### src/include/uaf_pkg.sv
// constants for the APB serial port with send and receive queues
package uaf_pkg;
   localparam logic [7:0]  ADDR_SEND_BYTE    = 8'h00;
   localparam logic [7:0]  ADDR_RECEIVE_BYTE = 8'h04;
   localparam logic [7:0]  ADDR_LINE_FLAGS   = 8'h08;
   localparam logic [7:0]  ADDR_LINE_SETUP   = 8'h0c;
   localparam logic [7:0]  ADDR_BIT_PERIOD   = 8'h10;
   localparam logic [7:0]  ADDR_RESEND       = 8'h14;
   localparam logic [7:0]  ADDR_SEND_LOW     = 8'h18;
   localparam logic [7:0]  ADDR_RECV_HIGH    = 8'h1c;
   localparam logic [7:0]  ADDR_SWIN_BEGIN   = 8'h20;
   localparam logic [7:0]  ADDR_SWIN_SPAN    = 8'h24;
   localparam logic [7:0]  ADDR_RWIN_BEGIN   = 8'h28;
   localparam logic [7:0]  ADDR_RWIN_SPAN    = 8'h2c;
   localparam logic [7:0]  ADDR_SEND_FILL    = 8'h30;
   localparam logic [7:0]  ADDR_RECV_FILL    = 8'h34;
   localparam logic [7:0]  ADDR_GAP_TIME     = 8'h38;
   localparam logic [7:0]  ADDR_IDLE_LIMIT   = 8'h3c;
   localparam logic [7:0]  ADDR_IDLE_COUNT   = 8'h40;
   // line_flags bit positions
   localparam int F_SQ_EMPTY = 0;
   localparam int F_SQ_FULL  = 1;
   localparam int F_SQ_OVF   = 2;
   localparam int F_RQ_EMPTY = 3;
   localparam int F_RQ_FULL  = 4;
   localparam int F_RQ_OVF   = 5;
   localparam int F_HEAD_PAR = 6;
   localparam int F_BREAK    = 7;
   localparam int F_FRAMING  = 8;
   localparam int F_PARITY   = 9;
   localparam int F_RETRY    = 10;
   localparam int F_IDLE_EXP = 11;
   localparam int F_SQ_LOW   = 13;
   localparam int F_RQ_HIGH  = 14;
   // line_setup bit positions
   localparam int C_ENABLE   = 0;
   localparam int C_TWO_STOP = 1;
   localparam int C_SEVEN    = 2;
   localparam int C_PAR_LSB  = 3;
   localparam int C_FLOWCTL  = 6;
   localparam int C_BREAK_TX = 7;
   localparam int C_FIFO_RST = 13;
   localparam int C_DUPLEX   = 15;
   localparam logic [15:0] SETUP_RESET   = 16'h0000;
   localparam logic [15:0] DIVISOR_RESET = 16'h0015;
   localparam logic [31:0] WORD_ZERO     = 32'h0000_0000;
   // parity schemes
   localparam logic [2:0] PAR_NONE  = 3'h0;
   localparam logic [2:0] PAR_EVEN  = 3'h1;
   localparam logic [2:0] PAR_ODD   = 3'h2;
   localparam logic [2:0] PAR_MARK  = 3'h3;
   localparam logic [2:0] PAR_SPACE = 3'h4;
   typedef enum logic [2:0] {
      SER_IDLE  = 3'b000,
      SER_START = 3'b001,
      SER_DATA  = 3'b011,
      SER_PAR   = 3'b010,
      SER_STOP  = 3'b110
   } uaf_ser_e;
endpackage

### src/rtl/uaf_serial_port.sv
// APB serial port with send and receive queues, flow control and DMA handshake
`timescale 1ns/1ps
`default_nettype none
module uaf_serial_port
   import uaf_pkg::*;
#(
   parameter logic [15:0] DIVISOR_INIT = DIVISOR_RESET,
   parameter int          SEND_DEPTH   = 4,
   parameter int          RECV_DEPTH   = 4,
   parameter bit          SMARTCARD    = 1'b0
)(
   // clock and reset
   input  wire logic        i_clock,
   input  wire logic        i_sys_rst,
   // register port
   input  wire logic [31:0] i_paddr,
   input  wire logic        i_psel,
   input  wire logic        i_penable,
   input  wire logic        i_pwrite,
   input  wire logic        i_debug_peek,
   input  wire logic [31:0] i_pwdata,
   output logic             o_pready,
   output logic [31:0]      o_prdata,
   output logic             o_pslverr,
   // serial line
   input  wire logic        i_serial_in,
   input  wire logic        i_clear_send_in_n,
   output logic             o_serial_out,
   output logic             o_request_send_out_n,
   output logic             o_duplex,
   output logic             o_clock_request,
   // dma handshake
   input  wire logic        i_send_dma_done,
   input  wire logic        i_recv_dma_done,
   output logic             o_send_dma_req,
   output logic             o_recv_dma_req
);
   localparam int SW = $clog2(SEND_DEPTH);
   localparam int RW = $clog2(RECV_DEPTH);

   // depth check at elaboration
   if (SEND_DEPTH < 2 || (SEND_DEPTH & (SEND_DEPTH - 1)) != 0 ||
       RECV_DEPTH < 2 || (RECV_DEPTH & (RECV_DEPTH - 1)) != 0) begin : g_bad_depth
      $error("queue depths must be powers of two and at least two");
   end

   function automatic logic par_bit(input logic [7:0] d, input logic seven,
                                    input logic [2:0] mode);
      logic x;
      x = seven ? ^d[6:0] : ^d;
      case (mode)
         PAR_EVEN:  par_bit = x;
         PAR_ODD:   par_bit = ~x;
         PAR_MARK:  par_bit = 1'b1;
         default:   par_bit = 1'b0;
      endcase
   endfunction

   // register bus decode
   logic [7:0] addr;
   logic       wr_en;
   logic       rd_en;
   assign addr  = i_paddr[7:0];
   assign wr_en = i_psel & i_penable & i_pwrite;
   assign rd_en = i_psel & i_penable & ~i_pwrite;
   assign o_pready  = 1'b1;
   assign o_pslverr = 1'b0;

   logic [15:0] setup;
   logic [15:0] divisor;
   logic [31:0] resend, send_low, recv_high, swin_b, swin_s, rwin_b, rwin_s;
   logic [31:0] gap_time, idle_limit, idle_count;
   logic        sq_ovf, rq_ovf, brk_f, frm_f, par_f, retry_f, idle_f;

   wire enable   = setup[C_ENABLE];
   wire fifo_clr = wr_en && addr == ADDR_LINE_SETUP && i_pwdata[C_FIFO_RST];
   wire [2:0] par_mode = setup[C_PAR_LSB +: 3];

   // send queue: two-sided valid/ready store
   logic [7:0]  sq_mem [SEND_DEPTH];
   logic [SW:0] sq_cnt;
   logic [SW-1:0] sq_rd, sq_wr;
   wire sq_full  = sq_cnt == (SW+1)'(SEND_DEPTH);
   wire sq_empty = sq_cnt == '0;
   wire sq_push_req = wr_en && addr == ADDR_SEND_BYTE;
   wire sq_push = sq_push_req && !sq_full;
   logic tx_take;
   wire sq_pop = tx_take && !sq_empty;

   always_ff @(posedge i_clock or posedge i_sys_rst) begin
      if (i_sys_rst) begin
         sq_cnt <= '0;
         sq_rd  <= '0;
         sq_wr  <= '0;
      end else if (fifo_clr) begin
         sq_cnt <= '0;
         sq_rd  <= '0;
         sq_wr  <= '0;
      end else begin
         if (sq_push) sq_wr <= sq_wr + 1'b1;
         if (sq_pop)  sq_rd <= sq_rd + 1'b1;
         sq_cnt <= sq_cnt + (SW+1)'(sq_push) - (SW+1)'(sq_pop);
      end
   end
   always_ff @(posedge i_clock) begin
      if (sq_push) sq_mem[sq_wr] <= i_pwdata[7:0];
   end

   // receive queue, each entry carries its parity bit
   logic [8:0]  rq_mem [RECV_DEPTH];
   logic [RW:0] rq_cnt;
   logic [RW-1:0] rq_rd, rq_wr;
   wire rq_full  = rq_cnt == (RW+1)'(RECV_DEPTH);
   wire rq_empty = rq_cnt == '0;
   logic       rx_push_req;
   logic [8:0] rx_word;
   wire rq_push = rx_push_req && !rq_full;
   wire rq_pop  = rd_en && addr == ADDR_RECEIVE_BYTE && !i_debug_peek && !rq_empty;
   wire [8:0] rq_head = rq_mem[rq_rd];

   always_ff @(posedge i_clock or posedge i_sys_rst) begin
      if (i_sys_rst) begin
         rq_cnt <= '0;
         rq_rd  <= '0;
         rq_wr  <= '0;
      end else if (fifo_clr) begin
         rq_cnt <= '0;
         rq_rd  <= '0;
         rq_wr  <= '0;
      end else begin
         if (rq_push) rq_wr <= rq_wr + 1'b1;
         if (rq_pop)  rq_rd <= rq_rd + 1'b1;
         rq_cnt <= rq_cnt + (RW+1)'(rq_push) - (RW+1)'(rq_pop);
      end
   end
   always_ff @(posedge i_clock) begin
      if (rq_push) rq_mem[rq_wr] <= rx_word;
   end

   wire sq_low  = 32'(sq_cnt) < send_low[31:0];
   wire rq_high = 32'(rq_cnt) > recv_high[31:0];
   assign o_send_dma_req = sq_low;
   assign o_recv_dma_req = !rq_empty;
   // rts high only when receive fill is above recv_high and flow control is on
   assign o_request_send_out_n = setup[C_FLOWCTL] & rq_high;
   assign o_duplex = SMARTCARD ? setup[C_DUPLEX] : 1'b0;
   assign o_clock_request = enable | !sq_empty;

   // transmitter
   uaf_ser_e    tx_st;
   logic [15:0] tx_tick;
   logic [3:0]  tx_bit;
   logic [7:0]  tx_sh;
   logic        tx_par, tx_out, tx_stop2;
   wire tx_tick_end = tx_tick == divisor;
   wire [3:0] nbits = setup[C_SEVEN] ? 4'h7 : 4'h8;
   assign tx_take = tx_st == SER_IDLE && enable && !sq_empty &&
                    !(setup[C_FLOWCTL] && i_clear_send_in_n);

   always_ff @(posedge i_clock or posedge i_sys_rst) begin
      if (i_sys_rst) begin
         tx_st <= SER_IDLE;
         tx_tick <= 16'h0000;
         tx_bit <= 4'h0;
         tx_sh <= 8'h00;
         tx_par <= 1'b0;
         tx_out <= 1'b1;
         tx_stop2 <= 1'b0;
      end else begin
         tx_tick <= (tx_st == SER_IDLE || tx_tick_end) ? 16'h0000 : tx_tick + 16'h0001;
         case (tx_st)
            SER_IDLE: begin
               tx_out <= 1'b1;
               if (tx_take) begin
                  tx_sh  <= sq_mem[sq_rd];
                  tx_par <= par_bit(sq_mem[sq_rd], setup[C_SEVEN], par_mode);
                  tx_out <= 1'b0;
                  tx_bit <= 4'h0;
                  tx_st  <= SER_START;
               end
            end
            SER_START: if (tx_tick_end) begin
               tx_out <= tx_sh[0];
               tx_st  <= SER_DATA;
            end
            SER_DATA: if (tx_tick_end) begin
               if (tx_bit == nbits - 4'h1) begin
                  tx_out <= (par_mode == PAR_NONE) ? 1'b1 : tx_par;
                  tx_st  <= (par_mode == PAR_NONE) ? SER_STOP : SER_PAR;
                  tx_stop2 <= setup[C_TWO_STOP];
               end else begin
                  tx_out <= tx_sh[1];
                  tx_sh  <= {1'b0, tx_sh[7:1]};
                  tx_bit <= tx_bit + 4'h1;
               end
            end
            SER_PAR: if (tx_tick_end) begin
               tx_out <= 1'b1;
               tx_st  <= SER_STOP;
            end
            SER_STOP: if (tx_tick_end) begin
               if (tx_stop2) tx_stop2 <= 1'b0;
               else tx_st <= SER_IDLE;
            end
            default: tx_st <= SER_IDLE;
         endcase
      end
   end
   assign o_serial_out = tx_out & ~setup[C_BREAK_TX];

   // receiver
   uaf_ser_e    rx_st;
   logic [15:0] rx_tick;
   logic [3:0]  rx_bit;
   logic [7:0]  rx_sh;
   logic        rx_par, rx_zero, rx_stop2, rx_prev;
   logic        rx_brk, rx_frm, rx_perr, rx_done;
   wire rx_half = rx_tick == {1'b0, divisor[15:1]};
   wire rx_end  = rx_tick == divisor;

   always_ff @(posedge i_clock or posedge i_sys_rst) begin
      if (i_sys_rst) begin
         rx_st <= SER_IDLE;
         rx_tick <= 16'h0000;
         rx_bit <= 4'h0;
         rx_sh <= 8'h00;
         rx_par <= 1'b0;
         rx_zero <= 1'b1;
         rx_stop2 <= 1'b0;
         rx_prev <= 1'b1;
         rx_brk <= 1'b0;
         rx_frm <= 1'b0;
         rx_perr <= 1'b0;
         rx_done <= 1'b0;
      end else begin
         rx_prev <= i_serial_in;
         rx_brk <= 1'b0;
         rx_frm <= 1'b0;
         rx_perr <= 1'b0;
         rx_done <= 1'b0;
         rx_tick <= (rx_st == SER_IDLE || rx_end) ? 16'h0000 : rx_tick + 16'h0001;
         if (!enable) begin
            rx_st <= SER_IDLE;
         end else begin
            case (rx_st)
               SER_IDLE: if (rx_prev && !i_serial_in) begin
                  rx_st <= SER_START;
                  rx_bit <= 4'h0;
                  rx_zero <= 1'b1;
                  rx_stop2 <= setup[C_TWO_STOP];
               end
               SER_START: if (rx_half) begin
                  if (i_serial_in) rx_st <= SER_IDLE; // start glitch
               end else if (rx_end) rx_st <= SER_DATA;
               SER_DATA: if (rx_half) begin
                  rx_sh <= setup[C_SEVEN] ? {1'b0, i_serial_in, rx_sh[6:1]}
                                          : {i_serial_in, rx_sh[7:1]};
                  rx_zero <= rx_zero & ~i_serial_in;
                  rx_bit <= rx_bit + 4'h1;
               end else if (rx_end && rx_bit == nbits) begin
                  rx_st <= (par_mode == PAR_NONE) ? SER_STOP : SER_PAR;
               end
               SER_PAR: if (rx_half) begin
                  rx_par <= i_serial_in;
                  rx_zero <= rx_zero & ~i_serial_in;
               end else if (rx_end) rx_st <= SER_STOP;
               SER_STOP: if (rx_half) begin
                  if (!i_serial_in) begin
                     rx_brk <= rx_zero;
                     rx_frm <= !rx_zero;
                     rx_st <= SER_IDLE;
                  end else if (!rx_stop2) begin
                     rx_done <= 1'b1;
                     rx_perr <= par_mode != PAR_NONE &&
                                rx_par != par_bit(rx_sh, setup[C_SEVEN], par_mode);
                     rx_st <= SER_IDLE;
                  end
               end else if (rx_end) rx_stop2 <= 1'b0;
               default: rx_st <= SER_IDLE;
            endcase
         end
      end
   end
   assign rx_push_req = rx_done;
   assign rx_word = {(par_mode == PAR_NONE) ? 1'b0 : rx_par, rx_sh};

   // register file; set wins over a clearing write
   wire        flag_wr = wr_en && addr == ADDR_LINE_FLAGS;
   wire [31:0] clr     = flag_wr ? i_pwdata : WORD_ZERO;
   always_ff @(posedge i_clock or posedge i_sys_rst) begin
      if (i_sys_rst) begin
         setup <= SETUP_RESET;
         divisor <= DIVISOR_INIT;
         {resend, send_low, recv_high, swin_b, swin_s, rwin_b, rwin_s} <= '0;
         {gap_time, idle_limit, idle_count} <= '0;
         {sq_ovf, rq_ovf, brk_f, frm_f, par_f, retry_f, idle_f} <= '0;
      end else begin
         if (wr_en) begin
            case (addr)
               ADDR_LINE_SETUP: setup <= i_pwdata[15:0] & ~(16'h0001 << C_FIFO_RST);
               ADDR_BIT_PERIOD: divisor <= i_pwdata[15:0];
               ADDR_RESEND:     resend <= i_pwdata;
               ADDR_SEND_LOW:   send_low <= i_pwdata;
               ADDR_RECV_HIGH:  recv_high <= i_pwdata;
               ADDR_SWIN_BEGIN: swin_b <= i_pwdata;
               ADDR_SWIN_SPAN:  swin_s <= i_pwdata;
               ADDR_RWIN_BEGIN: rwin_b <= i_pwdata;
               ADDR_RWIN_SPAN:  rwin_s <= i_pwdata;
               ADDR_GAP_TIME:   gap_time <= i_pwdata;
               ADDR_IDLE_LIMIT: idle_limit <= i_pwdata;
               ADDR_IDLE_COUNT: idle_count <= i_pwdata;
               default: ;
            endcase
         end
         sq_ovf <= (sq_push_req && sq_full) | (sq_ovf & ~clr[F_SQ_OVF]);
         rq_ovf <= (rx_push_req && rq_full) | (rq_ovf & ~clr[F_RQ_OVF]);
         brk_f  <= rx_brk | (brk_f & ~clr[F_BREAK]);
         frm_f  <= rx_frm | (frm_f & ~clr[F_FRAMING]);
         par_f  <= rx_perr | (par_f & ~clr[F_PARITY]);
         retry_f <= SMARTCARD & retry_f & ~clr[F_RETRY];
         idle_f  <= SMARTCARD & idle_f & ~clr[F_IDLE_EXP];
      end
   end

   logic [31:0] flags;
   always_comb begin
      flags = WORD_ZERO;
      flags[F_SQ_EMPTY] = sq_empty;
      flags[F_SQ_FULL]  = sq_full;
      flags[F_SQ_OVF]   = sq_ovf;
      flags[F_RQ_EMPTY] = rq_empty;
      flags[F_RQ_FULL]  = rq_full;
      flags[F_RQ_OVF]   = rq_ovf;
      flags[F_HEAD_PAR] = rq_empty ? 1'b0 : rq_head[8];
      flags[F_BREAK]    = brk_f;
      flags[F_FRAMING]  = frm_f;
      flags[F_PARITY]   = par_f;
      flags[F_RETRY]    = retry_f;
      flags[F_IDLE_EXP] = idle_f;
      flags[F_SQ_LOW]   = sq_low;
      flags[F_RQ_HIGH]  = rq_high;
   end

   logic [31:0] rd_mux;
   always_comb begin
      case (addr)
         ADDR_RECEIVE_BYTE: rd_mux = {24'h00_0000, rq_head[7:0]};
         ADDR_LINE_FLAGS:   rd_mux = flags;
         ADDR_LINE_SETUP:   rd_mux = {16'h0000, setup};
         ADDR_BIT_PERIOD:   rd_mux = {16'h0000, divisor};
         ADDR_RESEND:       rd_mux = resend;
         ADDR_SEND_LOW:     rd_mux = send_low;
         ADDR_RECV_HIGH:    rd_mux = recv_high;
         ADDR_SWIN_BEGIN:   rd_mux = swin_b;
         ADDR_SWIN_SPAN:    rd_mux = swin_s;
         ADDR_RWIN_BEGIN:   rd_mux = rwin_b;
         ADDR_RWIN_SPAN:    rd_mux = rwin_s;
         ADDR_SEND_FILL:    rd_mux = 32'(sq_cnt);
         ADDR_RECV_FILL:    rd_mux = 32'(rq_cnt);
         ADDR_GAP_TIME:     rd_mux = gap_time;
         ADDR_IDLE_LIMIT:   rd_mux = idle_limit;
         ADDR_IDLE_COUNT:   rd_mux = idle_count;
         default:           rd_mux = WORD_ZERO;
      endcase
   end
   assign o_prdata = rd_mux;

   // checks
   property p_no_push_full;
      @(posedge i_clock) disable iff (i_sys_rst)
      sq_full && !fifo_clr && !sq_pop |=> sq_full;
   endproperty
   a_no_push_full: assert property (p_no_push_full) else $error("send queue changed while full");
   property p_ovf_sticky;
      @(posedge i_clock) disable iff (i_sys_rst)
      sq_ovf && !clr[F_SQ_OVF] |=> sq_ovf;
   endproperty
   a_ovf_sticky: assert property (p_ovf_sticky) else $error("overflow flag lost");
   property p_peek;
      @(posedge i_clock) disable iff (i_sys_rst)
      rd_en && addr == ADDR_RECEIVE_BYTE && i_debug_peek && !fifo_clr && !rq_push
         |=> rq_cnt == $past(rq_cnt);
   endproperty
   a_peek: assert property (p_peek) else $error("peek popped the queue");
   property p_fault_nopush;
      @(posedge i_clock) disable iff (i_sys_rst)
      rx_brk || rx_frm |=> rq_cnt <= $past(rq_cnt);
   endproperty
   a_fault_nopush: assert property (p_fault_nopush) else $error("faulty character stored");
   property p_dis_idle;
      @(posedge i_clock) disable iff (i_sys_rst)
      !enable && tx_st == SER_IDLE |=> tx_st == SER_IDLE;
   endproperty
   a_dis_idle: assert property (p_dis_idle) else $error("sent while disabled");
   property p_rst_clears;
      @(posedge i_clock) disable iff (i_sys_rst)
      fifo_clr |=> sq_empty && rq_empty && !setup[C_FIFO_RST];
   endproperty
   a_rst_clears: assert property (p_rst_clears) else $error("queue reset failed");
   property p_bit_len;
      @(posedge i_clock) disable iff (i_sys_rst)
      tx_st == SER_START && tx_tick == 16'h0000 && divisor == 16'h0003
         |-> (tx_st == SER_START)[*4] ##1 tx_st == SER_DATA;
   endproperty
   a_bit_len: assert property (p_bit_len) else $error("bit length wrong");
   property p_nowait;
      @(posedge i_clock) disable iff (i_sys_rst)
      i_psel |-> o_pready && !o_pslverr;
   endproperty
   a_nowait: assert property (p_nowait) else $error("wait or error on bus");
endmodule
`default_nettype wire

### config.mk
export PLATFORM = sky130hd
export DESIGN_NAME = uaf_serial_port
export DESIGN_NICKNAME = d
export VERILOG_FILES = /design/src/include/uaf_pkg.sv /design/src/rtl/uaf_serial_port.sv
export SDC_FILE = /design/constraint.sdc
export NUM_CORES = 1
export LEC_CHECK = 0
export BUFFER_PORTS_ARGS = -buffer_cell sky130_fd_sc_hd__buf_2
export CAP_MARGIN = 20
export CORE_MARGIN = 2
export CORE_UTILIZATION = 31
export DETAILED_ROUTE_END_ITERATION = 10
export GPL_TIMING_DRIVEN = 1
export PLACE_DENSITY = 0.57
export RECOVER_POWER = 100
export SLEW_MARGIN = 40
export SYNTH_ARGS = -nofsm -noshare
export SYNTH_HDL_FRONTEND = slang
export SYNTH_SLANG_ARGS = --single-unit
### constraint.sdc
create_clock -name i_clock -period 38 [get_ports i_clock]
set_input_delay 1.9 -clock i_clock [delete_from_list [all_inputs] [get_ports i_clock]]
set_output_delay 1.9 -clock i_clock [all_outputs]
set_load 0.02 [all_outputs]
==> results.py <==
metrics = {
    "layout": {
        "drive_gt1_frac": 0.276,
        "final_cell_mix": "437 x dfrtp_1, 362 x mux2_2, 104 x nor2_1",
        "fin_util": 0.354,
        "final_common_cell": "dfrtp_1",
        "largest-register": "rq_mem",
        "largest_reg_flops": 36,
        "fin_nets": 2008,
        "seq_area_sq_mm": 0.0131,
        "n_fill_cell": 7477,
        "area_delta_synth_final_pct": 13.4,
        "multiInputGateArea_sq_mm": 0.00985,
    },
    "cts": {
        "cts.clk_slew.worst_paths_ns": 0.06,
        "cts_resized": 0,
        "clkSinkCount": 511,
        "clockBufferDepth": 3,
        "h-tree-depth": 2,
        "postCtsHoldBufs": 0,
        "clockRootBuffer": "clkbuf_16",
        "numCtsBuffers": 56,
        "clk_latency_ns": 0.61,
        "cts_tree": "yes",
        "cts_setup_buffers": 0,
    },
    "power": {
        "leakage_nw": 12.2,
        "power_mw": 1.22,
        "peakVddDrop_v": 0.0000357,
        "power_density_mw_per_mm2": 45.4,
    },
    "sta": {
        "final.min_clock_period_ns": 12.38,
        "tns_ns": 0,
        "worst_slack_ns": 25.62,
        "worst_pin_slew_ns": 4.46,
        "finClkSkew_ns": 0.0197,
        "fin_crit_sh": 0.326,
        "hold_viol_final": 0,
        "rsz0062_at_grt": "no",
        "setup_viol": 0,
        "fmax_mhz": 80.8,
        "hold_ws_ns": 0.434,
        "drv_slew": 840,
        "timing.slew.headroom": -1.99,
    },
    "yosys": {
        "synth_compound_area_frac": 0.0831,
        "synth_top_family_by_area": "multiplexers",
        "synthCells": 1869,
        "ys_warn_count": 0,
        "muxShareOfSynthArea": 0.201,
        "synth-edff-count": 68,
        "synthSimpleGateAreaFrac": 0.0800,
        "ys_seq_elements": 511,
        "synth_seq_area_share": 0.555,
        "netlist_top_cells_area": "dfrtp_1 46%, mux2_2 17%, edfxtp_1 8.6%",
        "synthFlopType": "dfrtp_1",
        "synth_top_area_cell": "dfrtp_1",
        "synth_top_area_frac": 0.462,
        "synth_area_sq_mm": 0.0237,
        "synthAdderAreaFrac": 0.0128,
        "async_reset_ff_frac": 0.867,
        "synth_xor_area_frac": 0.0379,
        "syn_avg_cell_area_sq_um": 12.7,
        "synth.distinct_cells": 63,
    },
    "critical_path": {
        "crit_fanout": 95,
        "crit_type": "input port to async pin",
        "worstPathArrival_ns": 12.41,
        "critPathCaptureType": "async pin",
        "cp.required_ns": 38.03,
        "cp-start-kind": "input port",
    },
    "floorplanning": {
        "start_util": 0.312,
        "die_h_microns": 280,
        "dieArea_sq_mm": 0.0786,
        "dieWidth_microns": 280,
        "num_rows": 101,
        "core-area_sq_mm": 0.0758,
        "ios": 114,
    },
    "placement": {
        "port_buffers": 84,
        "place.gp.congestion": 0.852,
        "pre_cts_slack_ns": 30.78,
        "dp_hpwl_microns": 46800,
    },
    "status": {
        "outcome": "complete, but fails checks",
        "violations": "max-capacitance violations, max-slew violations",
    },
    "global_route": {
        "grt_pass1_wl_microns": 109000,
        "grt_usage": 0.185,
        "grt_overflow": 0,
        "grt_max_degree": 96,
        "antenna_found_initial": 4,
        "grt_pass1_vias": 16700,
    },
    "min_path": {
        "hp-class": "flop to flop",
    },
    "detailed_routing": {
        "drt_wl_total_microns": 73200,
        "routed_via_density": 5.49,
        "num_vias": 16100,
        "drtIter0Drc": 1649,
        "drc_errors": 0,
        "antenna_left": 0,
        "firstDrtPassIters": 5,
        "routedWlPerCell_microns": 24.9,
    },
    "flow_run": {
        "maxCapViolations": 23,
    },
}
==> metal layers <==
metal  track usage  vias to the layer above  share of wire
met2         0.290                      583           0.46
met3        0.0460                      145          0.075
li1              -                     6958              -
met4        0.0701                        4          0.037
met1         0.247                     8425           0.43
met5             0                        -        0.00030
==> report_power, final <==
group | switching (mW) | total (mW) | leakage (nW) | internal, mW
clock network | 0.227 | 0.573 | 0.954 | 0.346
registers | 0.0113 | 0.575 | 6.70 | 0.564
logic | 0.0487 | 0.0707 | 4.53 | 0.0220
total | 0.287 | 1.22 | 12.2 | 0.932
==> metrics by stage <==
step / area, sq um / std cells
global placement: 25100 / 2829
CTS: 27200 / 2936
finish: 26800 / 2938
floorplan: 23700 / 1870
global route: 26800 / 2937
detailed placement: 25200 / 2831
==> cell usage after synthesis, types with 15 or more instances <==
library cell and n:
a21oi_1 36, a221oi_1 34, a222oi_1 21, a22o_1 15, a22oi_1 63, and2_1 16
and3_1 15, buf_1 26, buf_2 44, clkbuf_1 65, dfrtp_1 437, edfxtp_1 68
ha_1 21, inv_1 27, mux2_2 362, mux2i_1 26, mux4_2 19, nand2_1 82
nand3_1 58, nor2_1 107, nor3_1 17, nor4_1 27, o21ai_0 48, xnor2_1 24
xor2_1 76
==> path summary, 6_finish.rpt <==
check                      startpoint           to  slack (ns)  cells past startpoint
max reg2reg                divisor[4]    tx_bit[3]       34.62                      7
max in group i_clock       i_paddr[2]  o_prdata[2]       27.47                     10
min reg2reg                    rx_brk        brk_f        0.43                      1
max                         i_sys_rst   swin_b[26]       25.62                      5
min                            rx_brk        brk_f        0.43                      1
min in group asynchronous   i_sys_rst     rq_wr[0]        2.66                      2
==> worst max-delay path, cell delays in order <==
cell and delay (ns):
clkbuf_1 0.11, clkinvlp_2 2.43, clkbuf_1 2.49, clkbuf_1 2.97, clkbuf_1 2.36
==> final cells by class <==
type	count	area share
flip-flops and latches	511	0.489
clock buffers	86	0.0644
well taps	978	0.0456
clock inverters	19	0.00913
diodes	2	0.000186
multi-input cells	1191	0.367
inverters	28	0.00396
repair buffers	123	0.0206
==> cells by family after synthesis <==
kind of cell	Yosys count
buffers and inverters	168
other	2
AO/OA/AOI/OAI	271
flip-flops	511
AND/OR/NAND/NOR	386
XOR/XNOR	101
adder cells (fa/ha/maj)	23
multiplexers	407
Note: power is estimated with default switching activity, not from simulation.
